$ cat src/shared/lock_ctl_consts.svh
// command codes, addresses and bus timing for the lock overlay host
// assumes a x16 flash with 26 word-address bits and a 100 MHz mclk_i
`ifndef LOCK_CTL_CONSTS_SVH
`define LOCK_CTL_CONSTS_SVH

// ****************************************************************
// command words
// ****************************************************************
`define CMD_RESET       16'h00F0
`define CMD_SR_ENTER    16'h0070
`define CMD_SR_CLEAR    16'h0071
`define CMD_PROG_ENTRY  16'h00A0
`define CMD_ERASE_ENTER 16'h0080
`define CMD_ERASE_START 16'h0030
`define CMD_EXIT_ENTRY  16'h0090
`define CMD_EXIT        16'h0000
`define CMD_LOCK_SET    16'h0000
`define CMD_LOCK_CLEAR  16'h0001

// ****************************************************************
// addresses and bit positions
// ****************************************************************
`define ADDR_W          26
`define UNLOCK_ADDR     26'h0000555
`define ZERO_ADDR       26'h0000000
`define SR_READY_BIT    7
`define LR_FREEZE_BIT_A 2
`define LR_FREEZE_BIT_B 5

// ****************************************************************
// bus timing
// ****************************************************************
`define CLK_PERIOD_NS   10
`define STROBE_NS       100
`define RECOVER_NS      30
`define STROBE_CYC      ((`STROBE_NS + `CLK_PERIOD_NS - 1) / `CLK_PERIOD_NS)
`define RECOVER_CYC     ((`RECOVER_NS + `CLK_PERIOD_NS - 1) / `CLK_PERIOD_NS)

`endif

$ cat src/shared/lock_ctl_pkg.sv
// types shared by the lock overlay host modules
// assumes nothing beyond a SystemVerilog compiler
package lock_ctl_pkg;

  typedef enum logic [3:0] {
    ARRAY_READ                   = 4'h0,
    NONVOLATILE_SECTOR_LOCK_MODE = 4'h1,
    NV_LOCK_REQUEST_STATE        = 4'h2,
    NV_LOCK_PROGRAM_BUSY         = 4'h3,
    NV_LOCK_ERASE_BUSY           = 4'h4,
    NV_LOCK_EXIT_PENDING         = 4'h5,
    LOCK_FREEZE_MODE             = 4'h6,
    FREEZE_SET_STATE             = 4'h7,
    FREEZE_EXIT_PENDING          = 4'h8,
    VOLATILE_SECTOR_LOCK_MODE    = 4'h9,
    VOLATILE_SET_CLEAR_STATE     = 4'hA,
    VOLATILE_EXIT_PENDING        = 4'hB,
    STATUS_READ_STATE            = 4'hC
  } dev_state_t;

  typedef enum logic [2:0] {
    OP_NV_PROGRAM = 3'h0,
    OP_NV_ERASE   = 3'h1,
    OP_FREEZE     = 3'h2,
    OP_VOL_SET    = 3'h3,
    OP_VOL_CLEAR  = 3'h4,
    OP_STATUS     = 3'h5,
    OP_EXIT       = 3'h6,
    OP_ABORT      = 3'h7
  } host_op_t;

  typedef enum logic [1:0] {
    ENTER_NV       = 2'h0,
    ENTER_FREEZE   = 2'h1,
    ENTER_VOLATILE = 2'h2
  } mode_sel_t;

  typedef enum logic [1:0] {
    E_IDLE    = 2'h0,
    E_STROBE  = 2'h1,
    E_RECOVER = 2'h2
  } eng_state_t;

  typedef enum logic [2:0] {
    M_IDLE     = 3'h0,
    M_SEQ      = 3'h1,
    M_POLL_ENT = 3'h2,
    M_POLL_RD  = 3'h3,
    M_CLEAR    = 3'h4,
    M_STAT_RD  = 3'h5
  } main_state_t;

endpackage

$ cat src/hdl/flash_cycle_engine.sv
// one asynchronous flash bus cycle per request, write or read
// assumes dq_i settles within the strobe time and is synchronous here
`include "lock_ctl_consts.svh"

module flash_cycle_engine (
  // clock and reset
  input  wire logic                     mclk_i,
  input  wire logic                     rstn_i,
  // cycle request
  input  wire logic                     req_i,
  input  wire logic                     req_write_i,
  input  wire logic [`ADDR_W-1:0]       req_addr_i,
  input  wire logic [15:0]              req_data_i,
  output      logic                     idle_o,
  output      logic                     done_o,
  output      logic [15:0]              rdata_o,
  // flash pins
  output      logic [`ADDR_W-1:0]       flash_addr_o,
  output      logic [15:0]              dq_o,
  output      logic                     dq_oe_o,
  input  wire logic [15:0]              dq_i,
  output      logic                     ce_n_o,
  output      logic                     we_n_o,
  output      logic                     oe_n_o
);
  import lock_ctl_pkg::*;

  eng_state_t st_q;
  logic [3:0] cnt_q;
  logic       wr_q;

  assign idle_o = (st_q == E_IDLE);

  // ****************************************************************
  // strobe then recovery; address held through both
  // ****************************************************************
  always_ff @(posedge mclk_i or negedge rstn_i) begin
    if (!rstn_i) begin
      st_q         <= E_IDLE;
      cnt_q        <= 4'h0;
      wr_q         <= 1'b0;
      done_o       <= 1'b0;
      rdata_o      <= 16'h0000;
      flash_addr_o <= '0;
      dq_o         <= 16'h0000;
      dq_oe_o      <= 1'b0;
      ce_n_o       <= 1'b1;
      we_n_o       <= 1'b1;
      oe_n_o       <= 1'b1;
    end else begin
      done_o <= 1'b0;
      unique case (st_q)
        E_IDLE: begin
          if (req_i) begin
            st_q         <= E_STROBE;
            cnt_q        <= 4'(`STROBE_CYC - 1);
            wr_q         <= req_write_i;
            flash_addr_o <= req_addr_i;
            dq_o         <= req_data_i;
            dq_oe_o      <= req_write_i;
            ce_n_o       <= 1'b0;
            we_n_o       <= !req_write_i;
            oe_n_o       <= req_write_i;
          end
        end
        E_STROBE: begin
          if (cnt_q == 4'h0) begin
            if (!wr_q) begin
              rdata_o <= dq_i;
            end
            st_q   <= E_RECOVER;
            cnt_q  <= 4'(`RECOVER_CYC - 1);
            ce_n_o <= 1'b1;
            we_n_o <= 1'b1;
            oe_n_o <= 1'b1;
          end else begin
            cnt_q <= cnt_q - 4'h1;
          end
        end
        E_RECOVER: begin
          if (cnt_q == 4'h0) begin
            // data released only after the recovery, so no bus fight
            dq_oe_o <= 1'b0;
            done_o  <= 1'b1;
            st_q    <= E_IDLE;
          end else begin
            cnt_q <= cnt_q - 4'h1;
          end
        end
        default: st_q <= E_IDLE;
      endcase
    end
  end

endmodule

$ cat src/hdl/cmd_word_select.sv
// address and data of each write step of a host operation
// assumes step 1 is only used when two_step_o is high
`include "lock_ctl_consts.svh"

module cmd_word_select (
  // selection
  input  wire lock_ctl_pkg::host_op_t   op_i,
  input  wire logic                     step_i,
  input  wire logic [`ADDR_W-1:0]       sector_addr_i,
  // chosen write
  output      logic [`ADDR_W-1:0]       addr_o,
  output      logic [15:0]              data_o,
  output      logic                     two_step_o
);
  import lock_ctl_pkg::*;

  always_comb begin
    addr_o     = `ZERO_ADDR;
    data_o     = `CMD_RESET;
    two_step_o = 1'b1;
    unique case (op_i)
      OP_NV_PROGRAM: begin
        data_o = step_i ? `CMD_LOCK_SET : `CMD_PROG_ENTRY;
        addr_o = step_i ? sector_addr_i : `ZERO_ADDR;
      end
      OP_NV_ERASE: begin
        data_o = step_i ? `CMD_ERASE_START : `CMD_ERASE_ENTER;
      end
      OP_FREEZE: begin
        data_o = step_i ? `CMD_LOCK_SET : `CMD_PROG_ENTRY;
      end
      OP_VOL_SET: begin
        data_o = step_i ? `CMD_LOCK_SET : `CMD_PROG_ENTRY;
        addr_o = step_i ? sector_addr_i : `ZERO_ADDR;
      end
      OP_VOL_CLEAR: begin
        data_o = step_i ? `CMD_LOCK_CLEAR : `CMD_PROG_ENTRY;
        addr_o = step_i ? sector_addr_i : `ZERO_ADDR;
      end
      OP_STATUS: begin
        data_o     = `CMD_SR_ENTER;
        addr_o     = `UNLOCK_ADDR;
        two_step_o = 1'b0;
      end
      OP_EXIT: begin
        data_o = step_i ? `CMD_EXIT : `CMD_EXIT_ENTRY;
      end
      OP_ABORT: begin
        two_step_o = 1'b0;
      end
    endcase
  end

endmodule

$ cat src/hdl/lock_overlay_host.sv
// host controller driving the sector lock overlay command sequences
// assumes the overlay mode was entered elsewhere and reported by mode_enter_i
`include "lock_ctl_consts.svh"

module lock_overlay_host (
  // clock and reset
  input  wire logic                     mclk_i,
  input  wire logic                     rstn_i,
  // mode entry report from the outer sequencer
  input  wire logic                     mode_enter_i,
  input  wire lock_ctl_pkg::mode_sel_t  mode_sel_i,
  input  wire logic [15:0]              lock_config_i,
  // operation request
  input  wire logic                     start_i,
  input  wire lock_ctl_pkg::host_op_t   op_i,
  input  wire logic [`ADDR_W-1:0]       sector_addr_i,
  output      logic                     ready_o,
  output      logic                     done_o,
  output      logic                     err_o,
  output      logic [15:0]              status_o,
  output      lock_ctl_pkg::dev_state_t dev_state_o,
  // flash pins
  output      logic [`ADDR_W-1:0]       flash_addr_o,
  output      logic [15:0]              dq_o,
  output      logic                     dq_oe_o,
  input  wire logic [15:0]              dq_i,
  output      logic                     ce_n_o,
  output      logic                     we_n_o,
  output      logic                     oe_n_o
);
  import lock_ctl_pkg::*;

  // ****************************************************************
  // legality of an operation against the tracked device state
  // ****************************************************************
  function automatic logic op_legal(input host_op_t op, input dev_state_t st,
                                    input logic [15:0] lr);
    logic in_mode;
    in_mode = (st == NONVOLATILE_SECTOR_LOCK_MODE) || (st == LOCK_FREEZE_MODE) ||
              (st == VOLATILE_SECTOR_LOCK_MODE);
    unique case (op)
      OP_NV_PROGRAM, OP_NV_ERASE: op_legal = (st == NONVOLATILE_SECTOR_LOCK_MODE);
      OP_FREEZE:     op_legal = (st == LOCK_FREEZE_MODE) &&
                                !lr[`LR_FREEZE_BIT_A] && !lr[`LR_FREEZE_BIT_B];
      OP_VOL_SET, OP_VOL_CLEAR: op_legal = (st == VOLATILE_SECTOR_LOCK_MODE);
      OP_ABORT:      op_legal = in_mode || (st == NV_LOCK_REQUEST_STATE);
      default:       op_legal = in_mode;
    endcase
  endfunction

  main_state_t       st_q;
  main_state_t       st_d;
  host_op_t          op_q;
  logic              step_q;
  logic              issued_q;
  logic [`ADDR_W-1:0] sa_q;
  dev_state_t        dev_q;
  dev_state_t        dev_d;
  dev_state_t        ret_q;
  dev_state_t        ret_d;
  logic [15:0]       lr_q;
  logic [15:0]       status_q;
  logic              done_q;
  logic              err_q;

  // engine and selector wires
  logic              eng_idle;
  logic              eng_done;
  logic [15:0]       eng_rdata;
  logic [`ADDR_W-1:0] sel_addr;
  logic [15:0]       sel_data;
  logic              two_step;
  logic              cur_write;
  logic [`ADDR_W-1:0] cur_addr;
  logic [15:0]       cur_data;
  logic              eng_req;
  logic              sr_ready;
  logic              start_ok;
  logic              seq_last;
  logic              is_unlock;

  assign ready_o     = (st_q == M_IDLE);
  assign done_o      = done_q;
  assign err_o       = err_q;
  assign status_o    = status_q;
  assign dev_state_o = dev_q;
  assign start_ok    = start_i && ready_o && op_legal(op_i, dev_q, lock_config_i);
  assign sr_ready    = eng_rdata[`SR_READY_BIT];
  assign seq_last    = step_q || !two_step;
  assign eng_req     = (st_q != M_IDLE) && !issued_q && eng_idle;
  assign is_unlock   = (cur_addr == `UNLOCK_ADDR);

  // ****************************************************************
  // cycle chosen for the current step
  // ****************************************************************
  assign cur_write = (st_q == M_SEQ) || (st_q == M_POLL_ENT) || (st_q == M_CLEAR);
  assign cur_addr  = (st_q == M_SEQ) ? sel_addr :
                     (cur_write ? `UNLOCK_ADDR : `ZERO_ADDR);
  assign cur_data  = (st_q == M_SEQ)     ? sel_data :
                     (st_q == M_CLEAR)   ? `CMD_SR_CLEAR : `CMD_SR_ENTER;

  cmd_word_select u_sel (
    .op_i          (op_q),
    .step_i        (step_q),
    .sector_addr_i (sa_q),
    .addr_o        (sel_addr),
    .data_o        (sel_data),
    .two_step_o    (two_step)
  );

  flash_cycle_engine u_eng (
    .mclk_i       (mclk_i),
    .rstn_i       (rstn_i),
    .req_i        (eng_req),
    .req_write_i  (cur_write),
    .req_addr_i   (cur_addr),
    .req_data_i   (cur_data),
    .idle_o       (eng_idle),
    .done_o       (eng_done),
    .rdata_o      (eng_rdata),
    .flash_addr_o (flash_addr_o),
    .dq_o         (dq_o),
    .dq_oe_o      (dq_oe_o),
    .dq_i         (dq_i),
    .ce_n_o       (ce_n_o),
    .we_n_o       (we_n_o),
    .oe_n_o       (oe_n_o)
  );

  // ****************************************************************
  // device state mirror, advanced by each finished cycle
  // ****************************************************************
  always_comb begin
    dev_d = dev_q;
    ret_d = ret_q;
    if (mode_enter_i && ready_o) begin
      unique case (mode_sel_i)
        ENTER_NV:       dev_d = NONVOLATILE_SECTOR_LOCK_MODE;
        ENTER_FREEZE:   dev_d = LOCK_FREEZE_MODE;
        ENTER_VOLATILE: dev_d = VOLATILE_SECTOR_LOCK_MODE;
        default:        dev_d = dev_q;
      endcase
    end else if (eng_done && !cur_write) begin
      if (dev_q == STATUS_READ_STATE) begin
        dev_d = ret_q;
      end
    end else if (eng_done) begin
      unique case (dev_q)
        NONVOLATILE_SECTOR_LOCK_MODE, LOCK_FREEZE_MODE, VOLATILE_SECTOR_LOCK_MODE: begin
          if (cur_data == `CMD_RESET) begin
            dev_d = ARRAY_READ;
          end else if (cur_data == `CMD_SR_ENTER && is_unlock) begin
            dev_d = STATUS_READ_STATE;
            ret_d = dev_q;
          end else if (cur_data == `CMD_EXIT_ENTRY) begin
            dev_d = (dev_q == LOCK_FREEZE_MODE) ? FREEZE_EXIT_PENDING :
                    (dev_q == VOLATILE_SECTOR_LOCK_MODE) ? VOLATILE_EXIT_PENDING :
                    NV_LOCK_EXIT_PENDING;
          end else if (cur_data == `CMD_PROG_ENTRY) begin
            dev_d = (dev_q == LOCK_FREEZE_MODE) ? FREEZE_SET_STATE :
                    (dev_q == VOLATILE_SECTOR_LOCK_MODE) ? VOLATILE_SET_CLEAR_STATE :
                    NV_LOCK_REQUEST_STATE;
          end else if (cur_data == `CMD_ERASE_ENTER &&
                       dev_q == NONVOLATILE_SECTOR_LOCK_MODE) begin
            dev_d = NV_LOCK_REQUEST_STATE;
          end
        end
        NV_LOCK_REQUEST_STATE: begin
          if (cur_data == `CMD_RESET) begin
            dev_d = ARRAY_READ;
          end else if (cur_data == `CMD_LOCK_SET) begin
            dev_d = NV_LOCK_PROGRAM_BUSY;
          end else if (cur_data == `CMD_ERASE_START && cur_addr == `ZERO_ADDR) begin
            dev_d = NV_LOCK_ERASE_BUSY;
          end
        end
        NV_LOCK_PROGRAM_BUSY, NV_LOCK_ERASE_BUSY: begin
          if (cur_data == `CMD_SR_ENTER && is_unlock) begin
            dev_d = STATUS_READ_STATE;
            ret_d = dev_q;
          end else if (status_q[`SR_READY_BIT] && (cur_data == `CMD_RESET ||
                       (cur_data == `CMD_SR_CLEAR && is_unlock))) begin
            dev_d = ARRAY_READ;
          end
        end
        FREEZE_SET_STATE: begin
          if (cur_data == `CMD_LOCK_SET && !lr_q[`LR_FREEZE_BIT_A] &&
              !lr_q[`LR_FREEZE_BIT_B]) begin
            dev_d = LOCK_FREEZE_MODE;
          end
        end
        VOLATILE_SET_CLEAR_STATE: begin
          if (cur_data == `CMD_LOCK_SET || cur_data == `CMD_LOCK_CLEAR) begin
            dev_d = VOLATILE_SECTOR_LOCK_MODE;
          end
        end
        NV_LOCK_EXIT_PENDING, FREEZE_EXIT_PENDING, VOLATILE_EXIT_PENDING: begin
          if (cur_data == `CMD_EXIT) begin
            dev_d = ARRAY_READ;
          end
        end
        default: dev_d = dev_q;
      endcase
    end
  end

  // ****************************************************************
  // operation sequencer
  // ****************************************************************
  always_comb begin
    st_d = st_q;
    unique case (st_q)
      M_IDLE:     st_d = start_ok ? M_SEQ : M_IDLE;
      M_SEQ: begin
        if (eng_done && seq_last) begin
          st_d = (op_q == OP_NV_PROGRAM || op_q == OP_NV_ERASE) ? M_POLL_ENT :
                 (op_q == OP_STATUS) ? M_STAT_RD : M_IDLE;
        end
      end
      M_POLL_ENT: st_d = eng_done ? M_POLL_RD : M_POLL_ENT;
      // busy polling: re-enter status read until ready, no timeout
      M_POLL_RD: begin
        if (eng_done) begin
          st_d = sr_ready ? M_CLEAR : M_POLL_ENT;
        end
      end
      M_CLEAR:    st_d = eng_done ? M_IDLE : M_CLEAR;
      M_STAT_RD:  st_d = eng_done ? M_IDLE : M_STAT_RD;
      default:    st_d = M_IDLE;
    endcase
  end

  always_ff @(posedge mclk_i or negedge rstn_i) begin
    if (!rstn_i) begin
      st_q     <= M_IDLE;
      op_q     <= OP_ABORT;
      step_q   <= 1'b0;
      issued_q <= 1'b0;
      sa_q     <= '0;
      lr_q     <= 16'h0000;
      dev_q    <= ARRAY_READ;
      ret_q    <= ARRAY_READ;
      status_q <= 16'h0000;
      done_q   <= 1'b0;
      err_q    <= 1'b0;
    end else begin
      st_q   <= st_d;
      dev_q  <= dev_d;
      ret_q  <= ret_d;
      done_q <= eng_done && (st_d == M_IDLE) && (st_q != M_IDLE);
      err_q  <= start_i && ready_o && !start_ok;
      if (start_ok) begin
        op_q   <= op_i;
        sa_q   <= sector_addr_i;
        lr_q   <= lock_config_i;
        step_q <= 1'b0;
      end else if (eng_done && st_q == M_SEQ && !seq_last) begin
        step_q <= 1'b1;
      end
      if (eng_req) begin
        issued_q <= 1'b1;
      end else if (eng_done) begin
        issued_q <= 1'b0;
      end
      if (eng_done && !cur_write) begin
        status_q <= eng_rdata;
      end
    end
  end

endmodule

$ cat config.mk
export PLATFORM = sky130hd
export DESIGN_NAME = lock_overlay_host
export DESIGN_NICKNAME = d
export VERILOG_FILES = /design/src/shared/lock_ctl_pkg.sv /design/src/hdl/flash_cycle_engine.sv /design/src/hdl/cmd_word_select.sv /design/src/hdl/lock_overlay_host.sv
export VERILOG_INCLUDE_DIRS = /design/src /design/src/shared
export SDC_FILE = /design/constraint.sdc
export NUM_CORES = 1
export LEC_CHECK = 0
export ABC_AREA = 1
export BUFFER_PORTS_ARGS = -buffer_cell sky130_fd_sc_hd__buf_4
export CAP_MARGIN = 25
export CORE_ASPECT_RATIO = 1.4
export CORE_UTILIZATION = 45
export DETAILED_ROUTE_END_ITERATION = 8
export GPL_TIMING_DRIVEN = 1
export HOLD_SLACK_MARGIN = 0.02
export PLACE_DENSITY_LB_ADDON = 0.12
export RECOVER_POWER = 50
export SLEW_MARGIN = 20
export SYNTH_ARGS = -nofsm -noshare
export SYNTH_HDL_FRONTEND = slang
export SYNTH_SLANG_ARGS = --single-unit
$ cat constraint.sdc
create_clock -name mclk_i -period 2 [get_ports mclk_i]
set_input_delay 0.4 -clock mclk_i [delete_from_list [all_inputs] [get_ports mclk_i]]
set_output_delay 0.4 -clock mclk_i [all_outputs]
set_load 0.01 [all_outputs]
==> metrics.yaml <==
synth_enable_flop_cells: 0
cts_tree: "yes"
clock_tree.root_cell: "clkbuf_16"
syn_area_um2: 6120
clk_latency_ns: 0.42
period_minus_slack_ns: 2.28
r2r_slack_ns: -0.28
vdd_drop_max_mv: 0.678
fin_crit_sh_pct: 114
core_um2: 13300
drt-pass1-iter-count: 5
fin_util_pct: 64.8
drc: 0
cellPowerDensity_nw_per_um2: 1560
timing.setup.tns_ns: -1.69
crit_path_end_kind: "flip-flop"
vias: 5571
post_drt_via_cell_ratio: 5.02
grt_pass1_vias: 5514
start_kind: "flip-flop"
synth_seq_cells: 121
antenna_left: 0
leakagePower_nw: 4.46
cp_max_fo: 7
cp_cell_sequence: "nand2_2 > o21ai_4 > buf_12 > inv_4 > nor2_4 > nor2_2 > nor2_1 > nand3_2 > inv_2 > nand3_4 > nand3_2 > nand2_2 > nand2_2 > nand2_4 > nor2_2 > nand2_1 > nand2_1"
power.share.clock_pct: 22.5
synthCells: 713
seq_area_frac_synth_pct: 49.6
critPathRequiredTime_ns: 2.35
nNetsFinal: 987
dpl_worst_slack_ns: -0.271
r2r_start: "op_q[0]$_DFFE_PN1P_"
drv_slew: 0
yosysUniqueCellTypes: 44
dp_hpwl_um: 11200
antenna_found_initial: 0
wl_per_cell_um: 14.9
htree_levels: 4
pwr-share-comb_pct: 49.3
clock.fmax_mhz: 439
seq_power_share_pct: 28.2
ff2ff_path_depth: 17
cpMaxStageDelayCell: "dfstp_2"
initial_core_util_pct: 45.9
grt_max_degree: 41
setup-violations-final: 8
critical_path.startpoint: "op_q[0]$_DFFE_PN1P_"
path_class: "reg2reg"
ios: 136
grt_pass1_wl_um: 25600
async_flop_share_pct: 100
synth.avg_cell_area_um2: 8.58
p_int_mw: 8.11
fillers: 1143
worstPathArrival_ns: 2.63
yosysWarningCount: 0
cp-endpoint: "dev_state_o[3]$_DFFE_PN0P_"
dieArea_um2: 14100
fin_ws_ns: -0.279
drive_gt1_share_pct: 37.4
worstMarginPinSlew_ns: 0.687
cts.clk_slew.worst_paths_ns: 0.06
outcome: "finished with violations"
violations: "setup timing"
rsz0062_at_grt: "yes"
antenna_cells: 0
gp_congestion: 0.977
total_power_mw: 13.4
die_h_um: 140
p_switching_mw: 5.34
slew_headroom_pct: 54.2
finalHoldViolCount: 0
clockBufferDepth: 2
fin_hold_ws_ns: 0.205
regArea_um2: 3040
numCtsBuffers: 17
area_delta_synth_final_pct: 41.1
drtIter0Drc: 251
swShare_pct: 39.7
totalWireLength_um: 16500
grt_usage_pct: 23.1
rr_endpoint: "dev_state_o[3]$_DFFE_PN0P_"
io_buffers: 110
hold_class: "in2reg"
multi_input_area_um2: 2840
fp.dieW_um: 101
crit_path_max_incr_delay_ns: 0.58
clock_sinks: 121
crit_top_cell: "nand2_2"
maxCapViolations: 0
ys.flop_type: "dfrtp_1"
grt.overflow.total: 0
rows: 50
skew_ns: 0.00987
## flip-flops by register name, summed over array words and instances, names as in the netlist, 4 cells and up
name,cells
u_eng.rdata_o,16
ret_q,4
u_eng.cnt_q,4
dev_state_o,4
u_eng.flash_addr_o,26
u_eng.dq_o,5
status_o,16
sa_q,26
## cell usage after synthesis, types with 3 or more instances
master	instances	area share, %
clkbuf_1	12	0.74
nor2_4	5	0.92
mux2_4	6	1.5
nand3_1	33	2.7
ha_1	6	1.2
mux2_2	28	5.2
nand3_2	3	0.49
a31oi_1	3	0.31
buf_4	11	1.3
dfrtp_1	115	47
nor2_2	6	0.61
nand2_1	198	12
nor2_1	66	4.0
buf_6	6	1.1
a21oi_1	25	2.0
dfstp_2	6	2.6
inv_2	7	0.43
o21ai_0	52	4.3
o211ai_1	9	1.1
buf_2	3	0.25
o41ai_1	7	1.0
inv_1	75	4.6
nand2_4	3	0.55
## kinds of logic after synthesis
family / Yosys count / share of synthesized area (%)
and+or+nand+nor: 329 / 23.7
other: 1 / 0.0613
muxes: 35 / 6.81
xor gates and xnor gates: 1 / 0.143
buffers and inverters: 114 / 8.46
AOI/OAI and AO/OA: 106 / 10.1
adders and majority gates: 6 / 1.23
DFF: 121 / 49.6
## placed cells by master (no fill, tap or decap), types with 3 or more instances in the layout
cell type / n
inv_6: 7
inv_2: 14
o211ai_1: 9
a21oi_1: 24
nor2_1: 49
buf_6: 5
buf_4: 163
nand3_4: 3
clkbuf_16: 22
ha_1: 6
o41ai_1: 6
buf_12: 6
nand2_2: 22
nand2_4: 6
clkbuf_1: 20
a31oi_1: 3
nor2_4: 15
o21ai_0: 48
conb_1: 11
o21ai_1: 6
mux2_2: 28
mux2_4: 7
clkinvlp_4: 3
nor2_2: 13
nand3_2: 5
nand3_1: 29
dfrtp_1: 113
inv_1: 66
dfstp_2: 6
nand2_1: 175
## layer usage
layer  global-route usage (%)  wire, um
met5                        0         0
met4                     10.6       465
met3                     4.19       660
met2                     40.8      8790
met1                     27.0      6560
## timing repair
item                                    CTS  global route
gates cloned                              0             5
pin swaps                                 4            18
endpoints found under the hold margin    25             0
hold buffers                              1             0
endpoints found under the setup margin   16            38
resized for setup                        13            74
setup buffers                             0            18
## how the worst min path moves through the flow
stage | start | to | slack [ns] | depth (start not counted)
final | sector_addr_i[9] | sa_q[9]$_DFFE_PN0P_ | 0.20 | 2
after detailed placement | rstn_i | sa_q[16]$_DFFE_PN0P_ | 0.36 | 1
after CTS | sector_addr_i[20] | sa_q[20]$_DFFE_PN0P_ | 0.19 | 2
after floorplan | rstn_i | dev_state_o[0]$_DFFE_PN0P_ | 0.10 | 0
after global placement | rstn_i | sa_q[17]$_DFFE_PN0P_ | 0.36 | 1
after global routing | sector_addr_i[20] | sa_q[20]$_DFFE_PN0P_ | 0.20 | 2
## worst max-delay path: cells and delay by family (launching register included)
family,cells,cell delay [ns]
AND/OR/NAND/NOR,13,1.07
AO/OA/AOI/OAI,1,0.26
flip-flops,1,0.58
buffers and inverters,3,0.31
## metrics by stage
stage / cells / cell area (um^2)
after global routing: 1109 / 8640
after detailed placement: 1053 / 7630
after global placement: 1053 / 7630
final: 1109 / 8640
after floorplan: 723 / 6160
after CTS: 1086 / 8250
## cell type report
type	instances	share of cell area (%)
Clock buffer	17	4.93
Clock inverter	15	1.78
Inverter	82	3.62
Multi-Input combinational cell	488	32.9
Sequential cell	121	35.2
Tap cell	182	2.64
Timing Repair Buffer	204	18.9
## power by group through the flow
| stage | clock (mW) | combinational (mW) | sequential [mW] |
|---|---|---|---|
| global placement | 0 | 5.43 | 3.76 |
| CTS | 3.06 | 5.71 | 3.76 |
| global route | 3.17 | 7.23 | 3.88 |
| finish | 3.02 | 6.63 | 3.80 |
| detailed placement | 0 | 5.58 | 3.80 |
| floorplan | 0 | 3.23 | 3.78 |
(Power assumes the default switching activity.)
